## src/pkg/srap_pkg.sv

```systemverilog
package srap_pkg;
    // Link framing
    localparam int          SRAP_BYTE_W    = 8;
    localparam logic [2:0]  SRAP_LAST_BIT  = 3'h7;
    localparam logic [7:0]  SRAP_PTR_RST   = 8'h00;
    localparam logic [7:0]  SRAP_PTR_TOP   = 8'hFF;
    // Command codes, held as constants so an integrator can retarget them
    localparam logic [7:0]  SRAP_CMD_RESET = 8'h7A;
    localparam logic [7:0]  SRAP_CMD_SETP  = 8'h7D;
    localparam logic [7:0]  SRAP_CMD_WRITE = 8'h7E;
    localparam logic [7:0]  SRAP_CMD_READ  = 8'h7F;
    // Two-wire bus address, write FIFO depth and register space size
    localparam logic [6:0]  SRAP_I2C_ADDR  = 7'h28;
    localparam int          SRAP_FIFO_D    = 32;
    localparam int          SRAP_MEM_D     = 256;

    // Register write request carried into the write FIFO
    typedef struct packed {
        logic [7:0] addr;
        logic [7:0] data;
    } srap_wr_s;

    typedef enum logic [1:0] {
        SRAP_SPI_CMD,
        SRAP_SPI_SETP,
        SRAP_SPI_WDATA,
        SRAP_SPI_RDATA
    } srap_spi_e;

    typedef enum logic [2:0] {
        SRAP_I2C_IDLE,
        SRAP_I2C_ADDR_PH,
        SRAP_I2C_REG,
        SRAP_I2C_WDATA,
        SRAP_I2C_RDATA,
        SRAP_I2C_ACK,
        SRAP_I2C_MACK,
        SRAP_I2C_SKIP
    } srap_i2c_e;
endpackage : srap_pkg

```

## src/logic/srap_sync.sv

```systemverilog
`timescale 1ns/1ps
`default_nettype none
module srap_sync #(
    parameter logic INIT = 1'b1
) (
    input  wire logic core_clk,
    input  wire logic rst_n,
    input  wire logic d,
    output var  logic q
);
    logic meta_r;

    // Two stages; only the second stage feeds logic
    always_ff @(posedge core_clk) begin
        if (!rst_n) begin
            meta_r <= INIT;
            q      <= INIT;
        end else begin
            meta_r <= d;
            q      <= meta_r;
        end
    end
endmodule // srap_sync
`default_nettype wire

```

## src/logic/srap_fifo.sv

```systemverilog
`timescale 1ns/1ps
`default_nettype none
module srap_fifo #(
    parameter int W = 16,
    parameter int D = 32
) (
    input  wire logic         core_clk,
    input  wire logic         rst_n,
    input  wire logic         in_valid,
    output logic              in_ready,
    input  wire logic [W-1:0] in_data,
    output logic              out_valid,
    input  wire logic         out_ready,
    output logic [W-1:0]      out_data
);
    localparam int AW = $clog2(D);
    logic [W-1:0] mem_r [D];
    logic [AW:0]  wp_r;
    logic [AW:0]  rp_r;
    logic         full;
    logic         empty;

    // Extra pointer bit separates full from empty
    assign empty     = (wp_r == rp_r);
    assign full      = (wp_r[AW-1:0] == rp_r[AW-1:0]) && (wp_r[AW] != rp_r[AW]);
    assign in_ready  = !full;
    assign out_valid = !empty;
    assign out_data  = mem_r[rp_r[AW-1:0]];

    // Storage
    always_ff @(posedge core_clk) begin
        if (in_valid && !full) begin
            mem_r[wp_r[AW-1:0]] <= in_data;
        end
    end

    // Pointers
    always_ff @(posedge core_clk) begin
        if (!rst_n) begin
            wp_r <= '0;
            rp_r <= '0;
        end else begin
            if (in_valid && !full) begin
                wp_r <= wp_r + 1'b1;
            end
            if (out_ready && !empty) begin
                rp_r <= rp_r + 1'b1;
            end
        end
    end
endmodule // srap_fifo
`default_nettype wire

```

## src/logic/srap_port.sv

```systemverilog
`timescale 1ns/1ps
`default_nettype none
module srap_port
    import srap_pkg::*;
(
    input  wire logic        core_clk,
    input  wire logic        rst_n,
    input  wire logic        spi_sel,
    input  wire logic        three_wire,
    input  wire logic        spi_clk,
    input  wire logic        spi_cs_n,
    input  wire logic        spi_mosi,
    output logic             spi_miso,
    input  wire logic        shared_serial_data_line_i,
    output logic             shared_serial_data_line_o,
    output logic             shared_serial_data_line_oe_n,
    input  wire logic        i2c_scl,
    input  wire logic        i2c_sda_i,
    output logic             i2c_sda_o,
    output logic             i2c_sda_oe_n,
    output logic             wr_valid,
    input  wire logic        wr_ready,
    output srap_wr_s         wr_req,
    output logic [7:0]       pointer,
    output logic             iface_reset
);
    // Synchronised pins
    logic sclk_s, cs_s, mosi_s, msio_s, scl_s, sda_s;

    srap_sync #(.INIT(1'b1)) u_sclk (.core_clk(core_clk), .rst_n(rst_n), .d(spi_clk),  .q(sclk_s));
    srap_sync #(.INIT(1'b1)) u_cs   (.core_clk(core_clk), .rst_n(rst_n), .d(spi_cs_n), .q(cs_s));
    srap_sync #(.INIT(1'b1)) u_mosi (.core_clk(core_clk), .rst_n(rst_n), .d(spi_mosi), .q(mosi_s));
    srap_sync #(.INIT(1'b1)) u_msio (.core_clk(core_clk), .rst_n(rst_n),
                                     .d(shared_serial_data_line_i), .q(msio_s));
    srap_sync #(.INIT(1'b1)) u_scl  (.core_clk(core_clk), .rst_n(rst_n), .d(i2c_scl),  .q(scl_s));
    srap_sync #(.INIT(1'b1)) u_sda  (.core_clk(core_clk), .rst_n(rst_n), .d(i2c_sda_i), .q(sda_s));

    // Register space
    logic [7:0] regs_r [SRAP_MEM_D];
    logic [7:0] ptr_r;
    logic [7:0] ptr_nxt;
    logic       ptr_ld;
    logic       ptr_inc;

    // Edge detection on synchronised levels
    logic sclk_d_r, scl_d_r, sda_d_r;
    always_ff @(posedge core_clk) begin
        if (!rst_n) begin
            sclk_d_r <= 1'b1;
            scl_d_r  <= 1'b1;
            sda_d_r  <= 1'b1;
        end else begin
            sclk_d_r <= sclk_s;
            scl_d_r  <= scl_s;
            sda_d_r  <= sda_s;
        end
    end

    logic spi_act, s_rise, s_fall, s_din;
    assign spi_act = spi_sel && !cs_s;
    assign s_rise  = spi_act && sclk_s && !sclk_d_r;
    assign s_fall  = spi_act && !sclk_s && sclk_d_r;
    assign s_din   = three_wire ? msio_s : mosi_s;

    // ---------------- SPI shifter and decoder ----------------
    srap_spi_e  sst_r;
    logic [2:0] sbit_r;
    logic [6:0] sin_r;
    logic [7:0] sout_r;
    logic [7:0] last_r;
    logic       last_v_r;
    logic       sdrv_r;
    logic       sbit_out_r;
    logic       s_byte;
    logic [7:0] s_word;
    logic       s_rst2;
    logic       swr_fire;

    assign s_byte = s_rise && (sbit_r == SRAP_LAST_BIT);
    assign s_word = {sin_r, s_din};
    assign s_rst2 = s_byte && last_v_r && (last_r == SRAP_CMD_RESET)
                    && (s_word == SRAP_CMD_RESET);
    assign iface_reset = s_rst2;

    // Bit counter and input shift; deselect aborts partial byte
    // No timeout: a partial byte simply waits for more clocks
    always_ff @(posedge core_clk) begin
        if (!rst_n || !spi_act || s_rst2) begin
            sbit_r <= '0;
            sin_r  <= '0;
        end else if (s_rise) begin
            sbit_r <= sbit_r + 3'h1;
            sin_r  <= s_word[6:0];
        end
    end

    // Reset code tracker, looks at command and data bytes alike
    always_ff @(posedge core_clk) begin
        if (!rst_n || !spi_act || s_rst2) begin
            last_v_r <= 1'b0;
            last_r   <= '0;
        end else if (s_byte) begin
            last_v_r <= 1'b1;
            last_r   <= s_word;
        end
    end

    // Phase machine; chip select held low lets commands chain
    always_ff @(posedge core_clk) begin
        if (!rst_n || !spi_act || s_rst2) begin
            sst_r <= SRAP_SPI_CMD;
        end else if (s_byte) begin
            case (sst_r)
                SRAP_SPI_CMD: begin
                    case (s_word)
                        SRAP_CMD_SETP:  sst_r <= SRAP_SPI_SETP;
                        SRAP_CMD_WRITE: sst_r <= SRAP_SPI_WDATA;
                        SRAP_CMD_READ:  sst_r <= SRAP_SPI_RDATA;
                        default:        sst_r <= SRAP_SPI_CMD;
                    endcase
                end
                // Four-wire reads run on while clocked; three-wire hands the line back
                SRAP_SPI_RDATA: begin
                    sst_r <= three_wire ? SRAP_SPI_CMD : SRAP_SPI_RDATA;
                end
                default: sst_r <= SRAP_SPI_CMD;
            endcase
        end
    end

    // Write data byte goes to the FIFO; stall holds the pointer too
    assign swr_fire = s_byte && (sst_r == SRAP_SPI_WDATA) && !s_rst2;

    // Output shifter: falling edge presents MSB first, sampled on rise
    always_ff @(posedge core_clk) begin
        if (!rst_n) begin
            sout_r <= '1;
        end else if (s_byte && sst_r == SRAP_SPI_SETP) begin
            sout_r <= regs_r[s_word];
        end else if (s_byte && sst_r == SRAP_SPI_RDATA) begin
            sout_r <= regs_r[ptr_r + 8'h01];
        end else if (s_byte && sst_r == SRAP_SPI_CMD && s_word == SRAP_CMD_READ) begin
            sout_r <= regs_r[ptr_r];
        end else if (s_byte) begin
            sout_r <= regs_r[ptr_r];
        end else if (s_fall) begin
            sout_r <= {sout_r[6:0], 1'b1};
        end
    end

    // Driven bit moves only on falling clock, so a prefetch never
    // disturbs the line while the host may still be sampling it
    always_ff @(posedge core_clk) begin
        if (!rst_n) begin
            sbit_out_r <= 1'b1;
        end else if (s_fall) begin
            sbit_out_r <= sout_r[7];
        end
    end

    // Shared line direction: device drives only in read data phase
    always_ff @(posedge core_clk) begin
        if (!rst_n || !spi_act) begin
            sdrv_r <= 1'b0;
        end else if (s_byte) begin
            // Release on the last rise so host and device never fight
            sdrv_r <= 1'b0;
        end else if (s_fall) begin
            sdrv_r <= three_wire && (sst_r == SRAP_SPI_RDATA);
        end
    end

    assign spi_miso                     = spi_act ? sbit_out_r : 1'b1;
    assign shared_serial_data_line_o    = sbit_out_r;
    assign shared_serial_data_line_oe_n = !sdrv_r;

    // ---------------- Two-wire slave ----------------
    srap_i2c_e  ist_r;
    srap_i2c_e  iret_r;
    logic [3:0] ibit_r;
    logic [7:0] ish_r;
    logic       irw_r;
    logic       i_sda_lo_r;
    logic       i_start, i_stop, i_rise, i_fall;
    logic       iwr_fire;
    logic       i_on;

    assign i_on    = !spi_sel;
    assign i_start = i_on && scl_s && scl_d_r && sda_d_r && !sda_s;
    assign i_stop  = i_on && scl_s && scl_d_r && !sda_d_r && sda_s;
    assign i_rise  = i_on && scl_s && !scl_d_r;
    assign i_fall  = i_on && !scl_s && scl_d_r;
    assign iwr_fire = i_rise && (ist_r == SRAP_I2C_WDATA) && (ibit_r == 4'h7);

    // Protocol state; stop returns to idle
    always_ff @(posedge core_clk) begin
        if (!rst_n || i_stop) begin
            ist_r  <= SRAP_I2C_IDLE;
            iret_r <= SRAP_I2C_IDLE;
            ibit_r <= '0;
            ish_r  <= '0;
            irw_r  <= 1'b0;
        end else if (i_start) begin
            ist_r  <= SRAP_I2C_ADDR_PH;
            ibit_r <= '0;
        end else if (i_rise) begin
            case (ist_r)
                SRAP_I2C_ADDR_PH, SRAP_I2C_REG, SRAP_I2C_WDATA: begin
                    ish_r  <= {ish_r[6:0], sda_s};
                    ibit_r <= ibit_r + 4'h1;
                    if (ibit_r == 4'h7) begin
                        ist_r <= SRAP_I2C_ACK;
                        if (ist_r == SRAP_I2C_ADDR_PH) begin
                            irw_r <= sda_s;
                            if (ish_r[6:0] != SRAP_I2C_ADDR) begin
                                ist_r <= SRAP_I2C_SKIP;
                            end
                            iret_r <= sda_s ? SRAP_I2C_RDATA : SRAP_I2C_REG;
                        end else begin
                            iret_r <= SRAP_I2C_WDATA;
                        end
                    end
                end
                SRAP_I2C_RDATA: begin
                    ibit_r <= ibit_r + 4'h1;
                    if (ibit_r == 4'h7) begin
                        ist_r <= SRAP_I2C_MACK;
                    end
                end
                SRAP_I2C_ACK: begin
                    ist_r  <= iret_r;
                    ibit_r <= '0;
                end
                SRAP_I2C_MACK: begin
                    ibit_r <= '0;
                    ist_r  <= sda_s ? SRAP_I2C_SKIP : SRAP_I2C_RDATA;
                end
                default: ist_r <= ist_r;
            endcase
        end
    end

    // Data line drive: ack low, read bits MSB first, changed on falling clock
    always_ff @(posedge core_clk) begin
        if (!rst_n || i_stop || i_start || !i_on) begin
            i_sda_lo_r <= 1'b0;
        end else if (i_fall) begin
            if (ist_r == SRAP_I2C_ACK) begin
                i_sda_lo_r <= 1'b1;
            end else if (ist_r == SRAP_I2C_RDATA) begin
                i_sda_lo_r <= !regs_r[ptr_r][3'h7 - ibit_r[2:0]];
            end else begin
                i_sda_lo_r <= 1'b0;
            end
        end
    end

    assign i2c_sda_o    = 1'b0;
    assign i2c_sda_oe_n = !i_sda_lo_r;

    // ---------------- Pointer and register space ----------------
    logic i_reg_ld, i_rd_done;
    assign i_reg_ld  = i_rise && (ist_r == SRAP_I2C_REG) && (ibit_r == 4'h7);
    assign i_rd_done = i_rise && (ist_r == SRAP_I2C_RDATA) && (ibit_r == 4'h7);

    logic     wr_pend_r;
    srap_wr_s wr_req_r;

    // Pending write waits for acceptance; link bytes come far slower
    always_ff @(posedge core_clk) begin
        if (!rst_n) begin
            wr_pend_r <= 1'b0;
        end else if (swr_fire || iwr_fire) begin
            wr_pend_r <= 1'b1;
        end else if (wr_ready) begin
            wr_pend_r <= 1'b0;
        end
    end

    // Request captured at the byte's last rise, address is the old pointer
    always_ff @(posedge core_clk) begin
        if (!rst_n) begin
            wr_req_r <= '0;
        end else if (swr_fire) begin
            wr_req_r <= '{addr: ptr_r, data: s_word};
        end else if (iwr_fire) begin
            wr_req_r <= '{addr: ptr_r, data: {ish_r[6:0], sda_s}};
        end
    end

    assign wr_valid = wr_pend_r;
    assign wr_req   = wr_req_r;

    // The byte completing the interface reset code never moves the pointer
    assign ptr_ld  = i_reg_ld || (s_byte && sst_r == SRAP_SPI_SETP && !s_rst2);
    assign ptr_inc = (wr_valid && wr_ready) || i_rd_done
                     || (s_byte && sst_r == SRAP_SPI_RDATA && !s_rst2);
    always_comb begin
        ptr_nxt = ptr_r;
        if (ptr_ld) begin
            ptr_nxt = i_reg_ld ? {ish_r[6:0], sda_s} : s_word;
        end else if (ptr_inc) begin
            ptr_nxt = ptr_r + 8'h01;
        end
    end

    // Pointer survives deselect and interface reset
    always_ff @(posedge core_clk) begin
        if (!rst_n) begin
            ptr_r <= SRAP_PTR_RST;
        end else begin
            ptr_r <= ptr_nxt;
        end
    end
    assign pointer = ptr_r;

    // Writes drain from the FIFO into the register array
    logic     f_valid;
    srap_wr_s f_data;
    srap_fifo #(.W($bits(srap_wr_s)), .D(SRAP_FIFO_D)) u_fifo (
        .core_clk (core_clk),
        .rst_n    (rst_n),
        .in_valid (wr_valid && wr_ready),
        .in_ready (),
        .in_data  (wr_req),
        .out_valid(f_valid),
        .out_ready(1'b1),
        .out_data (f_data)
    );

    always_ff @(posedge core_clk) begin
        if (f_valid) begin
            regs_r[f_data.addr] <= f_data.data;
        end
    end
endmodule // srap_port
`default_nettype wire

```

## config.mk

```make
export PLATFORM = sky130hd
export DESIGN_NAME = srap_port
export DESIGN_NICKNAME = d
export VERILOG_FILES = /design/src/pkg/srap_pkg.sv /design/src/logic/srap_sync.sv /design/src/logic/srap_fifo.sv /design/src/logic/srap_port.sv
export SDC_FILE = /design/constraint.sdc
export NUM_CORES = 2
export LEC_CHECK = 0
export BUFFER_PORTS_ARGS = -buffer_cell sky130_fd_sc_hd__buf_2
export CAP_MARGIN = 5
export CELL_PAD_IN_SITES_DETAIL_PLACEMENT = 0
export CELL_PAD_IN_SITES_GLOBAL_PLACEMENT = 1
export CORE_UTILIZATION = 45
export DETAILED_ROUTE_END_ITERATION = 6
export PLACE_DENSITY_LB_ADDON = 0.2
export RECOVER_POWER = 100
export SYNTH_ARGS = -nofsm -noshare
export SYNTH_HDL_FRONTEND = slang
export SYNTH_HIERARCHICAL = 1
export SYNTH_SLANG_ARGS = --single-unit
export TNS_END_PERCENT = 10
```

## constraint.sdc

```tcl
create_clock -name core_clk -period 5.7 [get_ports core_clk]
set_input_delay 1.425 -clock core_clk [delete_from_list [all_inputs] [get_ports core_clk]]
set_output_delay 1.425 -clock core_clk [all_outputs]
set_load 0.02 [all_outputs]
```

Word level (Yosys, flattened, before mapping)
Memories as Yosys holds them, arrays and structs flattened. A register that Yosys moved wholly into a read port is not among the register bits. Index checks and enable logic that the tools add are counted.

Flip-flop bits (word level): 101. RAM bits: 2560. Output and inout port bits: 31. Logic and storage cells: 187. Memories kept: 2.

Add/subtract/negate cells: 6. $lt $le $gt $ge: 1. Eq/ne operators: 24. Mux-type cells: 39. Bitwise logic cells: 1. Reductions and logical operators: 79.

Memories: regs_r (depth 256, width 8, rd ports 3, clocked after memory_dff 1, write ports 1, line srap_port.sv:39) `logic [7:0] regs_r [SRAP_MEM_D];`; u_fifo.mem_r (depth 32, width 16, rd ports 1, clocked after memory_dff 1, write ports 1, line srap_fifo.sv:17) `logic [W-1:0] mem_r [D];`.

Operators with widths (number): $mux W8 (10); $eq A8 B7 Y1 const B (5); $logic_and A1 B1 Y1 (36); $mux W16 (2); $logic_not A1 Y1 (15); $add A6 B1 Y6 const B (2); $eq A3 B3 Y1 const B (4); $mux W1 (12); $mux W3 (4); $pmux W3 S4 (1); $reduce_and A4 Y1 (3); $mux W5 (2); $reduce_bool A2 Y1 (5); $reduce_bool A5 Y1 (2); $logic_or A1 B1 Y1 (9); $add A8 B1 Y8 const B (1); $mux W2 (4); $pmux W4 S2 (1); $ne A7 B6 Y1 const B (1); $eq A3 B2 Y1 const B (2); $eq A6 B6 Y1 (1); $ne A3 B3 Y1 const B (2); $pmux W2 S3 (1); $reduce_or A2 Y1 (3); 20 further kinds (22).

Depth between registers and ports, before layout
Word-level depth: 15. Gate-level depth with buffers: 16.

By module
Netlist, hierarchy kept.

Modules (own cells, without submodules): srap_port (times used 1, cells each 6316, area an instance 116610.6 um^2, sequential area each 63200.6 um^2); srap_fifo (times used 1, cells each 1213, area an instance 20823.7 um^2, sequential area each 15715.1 um^2); srap_sync (times used 6, cells each 4, area an instance 52.6 um^2, sequential area each 40.0 um^2).

Least setup slack after synthesis
No wires, ideal clock.

Path kind: register -> register. Start point: reg (tool-made name). End point: mem regs_r[0][0], data pin. Library setup time: 1.517 ns. Data arrival time: 4.530 ns. Setup slack: -0.347 ns. Cell stages (with the launch flop): 9. Clock period less this slack: 6.047 ns. Path through: dfxtp_1 > buf_2 > buf_4 > buf_2 > buf_2 > mux2i_1 > nand2_1 > a31oi_1 > nand3_1.

RTL lines (line): end: declaration (srap_port.sv:39).

Final worst setup path
Start point: reg ptr_r[0] (netlist: pointer[0]). End point: reg sout_r[5].

Cells in the longest elaborated chain, start to end: 4.

Ends and longest elaborated chain: start: declaration (line srap_port.sv:40) `logic [7:0] ptr_r;`; start signal: assignment (line srap_port.sv:312) `ptr_r <= ptr_nxt;`; $add A8 B1 Y8 (line srap_port.sv:141) `sout_r <= regs_r[ptr_r + 8'h01];`; $mem_v2 Z256 W8; $mux W8 (line srap_port.sv:140) `end else if (s_byte && sst_r == SRAP_SPI_RDATA) begin`; $mux W8 (line srap_port.sv:138) `end else if (s_byte && sst_r == SRAP_SPI_SETP) begin`; end signal: assignment (line srap_port.sv:139) `sout_r <= regs_r[s_word];`; end signal: assignment (line srap_port.sv:141); end signal: assignment (line srap_port.sv:143) `sout_r <= regs_r[ptr_r];`; end: declaration (line srap_port.sv:69) `logic [7:0] sout_r;`.

Every way passes these cells. A chain may end at the register's enable or synchronous reset.

==> flow_metrics.py <==
metrics = {
    "run_status": {
        "status": "finished, violations left",
        "violations": "capacitance limit, slew limit, setup timing",
    },
    "pwr": {
        "switching_share": 0.2067,
        "clkPwrFrac": 0.472,
        "power.switching_mw": 8.492,
        "p_int_mw": 32.59,
        "fin_total_pwr_mw": 41.08,
        "p_comb_frac": 0.012,
        "seqPwrFrac": 0.516,
        "p_leak_nw": 49.61,
        "peakVddDrop_v": 0.0001955,
        "power_density_mw_per_mm2": 264.6,
    },
    "worst_setup_path": {
        "crit_path_start": "pointer[0]",
        "critical_path.endpoint": "sout_r[5]",
        "r2r_cells": 9,
        "cp_top_family": "buffers and inverters",
        "path_cells": "clkbuf_2 -> buf_4 -> mux4_2 -> mux4_2 -> mux4_2 -> and2_1 -> a211oi_1 -> nor3_1 -> a31o_1",
        "arrival_ns": 6.54,
        "path_max_fanout": 34,
        "cp_num_cells": 9,
        "path_class": "flop to flop",
        "cpMostUsedCell": "mux4_2",
        "timing.rr.start": "pointer[0]",
        "rr_endpoint": "sout_r[5]",
        "critPathMaxStageDelay_ns": 1.00,
        "crit_buf_inv": 2,
        "rrSetupSlack_ns": -0.03,
        "critPathRequiredTime_ns": 6.51,
        "cpMaxStageDelayCell": "a211oi_1",
        "cp-start-kind": "flop",
        "critPathCaptureType": "flop",
    },
    "layout": {
        "final_util": 0.5115,
        "layout.nets": 7998,
        "final_common_cell": "edfxtp_1",
        "final_cell_mix": "edfxtp_1 (2,560), mux4_2 (1,721), mux2i_1 (552)",
        "drive_gt1_frac": 0.3491,
        "nFillCells": 24468,
        "area_growth_pct": 12.73,
    },
    "clock_tree": {
        "cts_max_level": 5,
        "insertion_delay_ns": 0.96,
        "clock_path_buffers": 4,
        "cts_resized": 0,
        "postCtsHoldBufs": 0,
        "cts_tree": "yes",
        "cts_made_buffers": 297,
        "path_clk_slew_ns": 0.06,
        "post_cts_buffers": 0,
        "clkSinkCount": 2674,
        "cts_root_buffer": "clkbuf_16",
    },
    "timing": {
        "hold_violations": 0,
        "maxSlewViolCount": 1031,
        "max_freq_mhz": 174.5,
        "rsz0062_at_grt": "false",
        "relSlewSlack": -1.138,
        "min_period_ns": 5.732,
        "worst_slew_pin_slew_ns": 3.207,
        "setup_ws_ns": -0.03211,
        "setup_viol": 1,
        "min_period_over_period": 1.006,
        "skew_ns": 0.05241,
    },
    "routing": {
        "drt-pass1-iter-count": 6,
        "ant_nets": 0,
        "drt-initial-drc-count": 14663,
        "wl_met2_mm": 231.7,
        "m1WireLength_mm": 191.5,
        "route.met3.wl_mm": 71.93,
        "via_per_inst": 7.272,
        "highest_layer": "met5",
        "num_vias": 89486,
        "wire_per_inst_um": 43.05,
        "remaining_drc_errors": 0,
        "routed_wl_mm": 529.8,
    },
    "floorplan": {
        "die_w_um": 555.3,
        "die_h_um": 555.3,
        "start_util": 0.4538,
        "dieArea_mm2": 0.3083,
        "rows": 202,
        "ios": 42,
        "coreArea_mm2": 0.3035,
    },
    "global_routing": {
        "grt_antenna_before_repair": 47,
        "grt_max_degree": 194,
        "grt_remaining_overflow": 0,
        "track_usage": 0.3413,
        "grt_first_pass_wirelength_mm": 723.7,
        "grt_pass1_vias": 86179,
    },
    "place": {
        "place_ws_ns": -0.06696,
        "port_buffers": 40,
        "gp_congestion": 0.9966,
        "dp_hpwl_mm": 354.4,
    },
    "logic_synthesis": {
        "syn_area_per_cell_um2": 18.24,
        "synth_warnings": 6,
        "synthCells": 7552,
        "syn_area_mm2": 0.1377,
    },
    "min_path": {
        "hp-class": "flop to flop",
    },
    "flow_run": {
        "maxCapViolations": 25,
    },
}
routing by layer:
layer	GRT usage	up-vias
li1	-	33305
met1	0.4576	47379
met2	0.4989	7384
met3	0.1065	1398
met4	0.1818	20
met5	0	-
sequential cells by signal, indices dropped and copies added (netlist names), 2 cells and up, named ones only:
| name | count |
|---|---|
| ibit_r | 4 |
| iret_r | 3 |
| ish_r | 7 |
| ist_r | 3 |
| last_r | 8 |
| pointer | 8 |
| regs_r | 2048 |
| sbit_r | 3 |
| sin_r | 7 |
| sout_r | 8 |
| sst_r | 2 |
| u_fifo/mem_r | 512 |
| u_fifo/rp_r | 6 |
| u_fifo/wp_r | 6 |
| wr_req | 16 |
power by group through the flow:
stage / Combinational [mW] / Sequential, mW / Clock (mW)
after floorplan: 0.370 / 21.6 / 0
after global placement: 0.483 / 21.6 / 0
after detailed placement: 0.484 / 21.6 / 0
after CTS: 0.487 / 21.2 / 19.6
after global routing: 0.510 / 21.2 / 20.3
final: 0.485 / 21.2 / 19.4
cell type report:
class	instances	area, um^2	share of cell area
well taps	4080	5105	0.03288
inverters	23	93.84	0.0006044
clock inverters	156	1773	0.01142
flip-flops and latches	2674	79190	0.5100
clock buffers	365	7834	0.05045
diodes	30	75.07	0.0004835
multi-input cells	4189	55430	0.3570
repair buffers	789	5767	0.03714
worst min-delay path by stage:
stage	start	to	cells after the start
floorplan	u_cs/meta_r	u_cs/q	1
global placement	u_cs/meta_r	u_cs/q	1
detailed placement	u_scl/meta_r	u_scl/q	1
CTS	u_msio/meta_r	u_msio/q	1
global route	u_scl/meta_r	u_scl/q	1
finish	u_scl/meta_r	u_scl/q	1
through the flow:
stage / cells / hold WS, ns / cell area, um^2 / TNS (ns)
after floorplan: 7554 / 0.3863 / 137800 / -266.30
after global placement: 11755 / 0.4072 / 146800 / -0.1214
after detailed placement: 11755 / 0.3975 / 146800 / -0.06696
after CTS: 12276 / 0.4189 / 156400 / 0
after global routing: 12280 / 0.4281 / 155200 / 0
final: 12306 / 0.4210 / 155300 / -0.03211
Power figures use the tool's default switching activity.
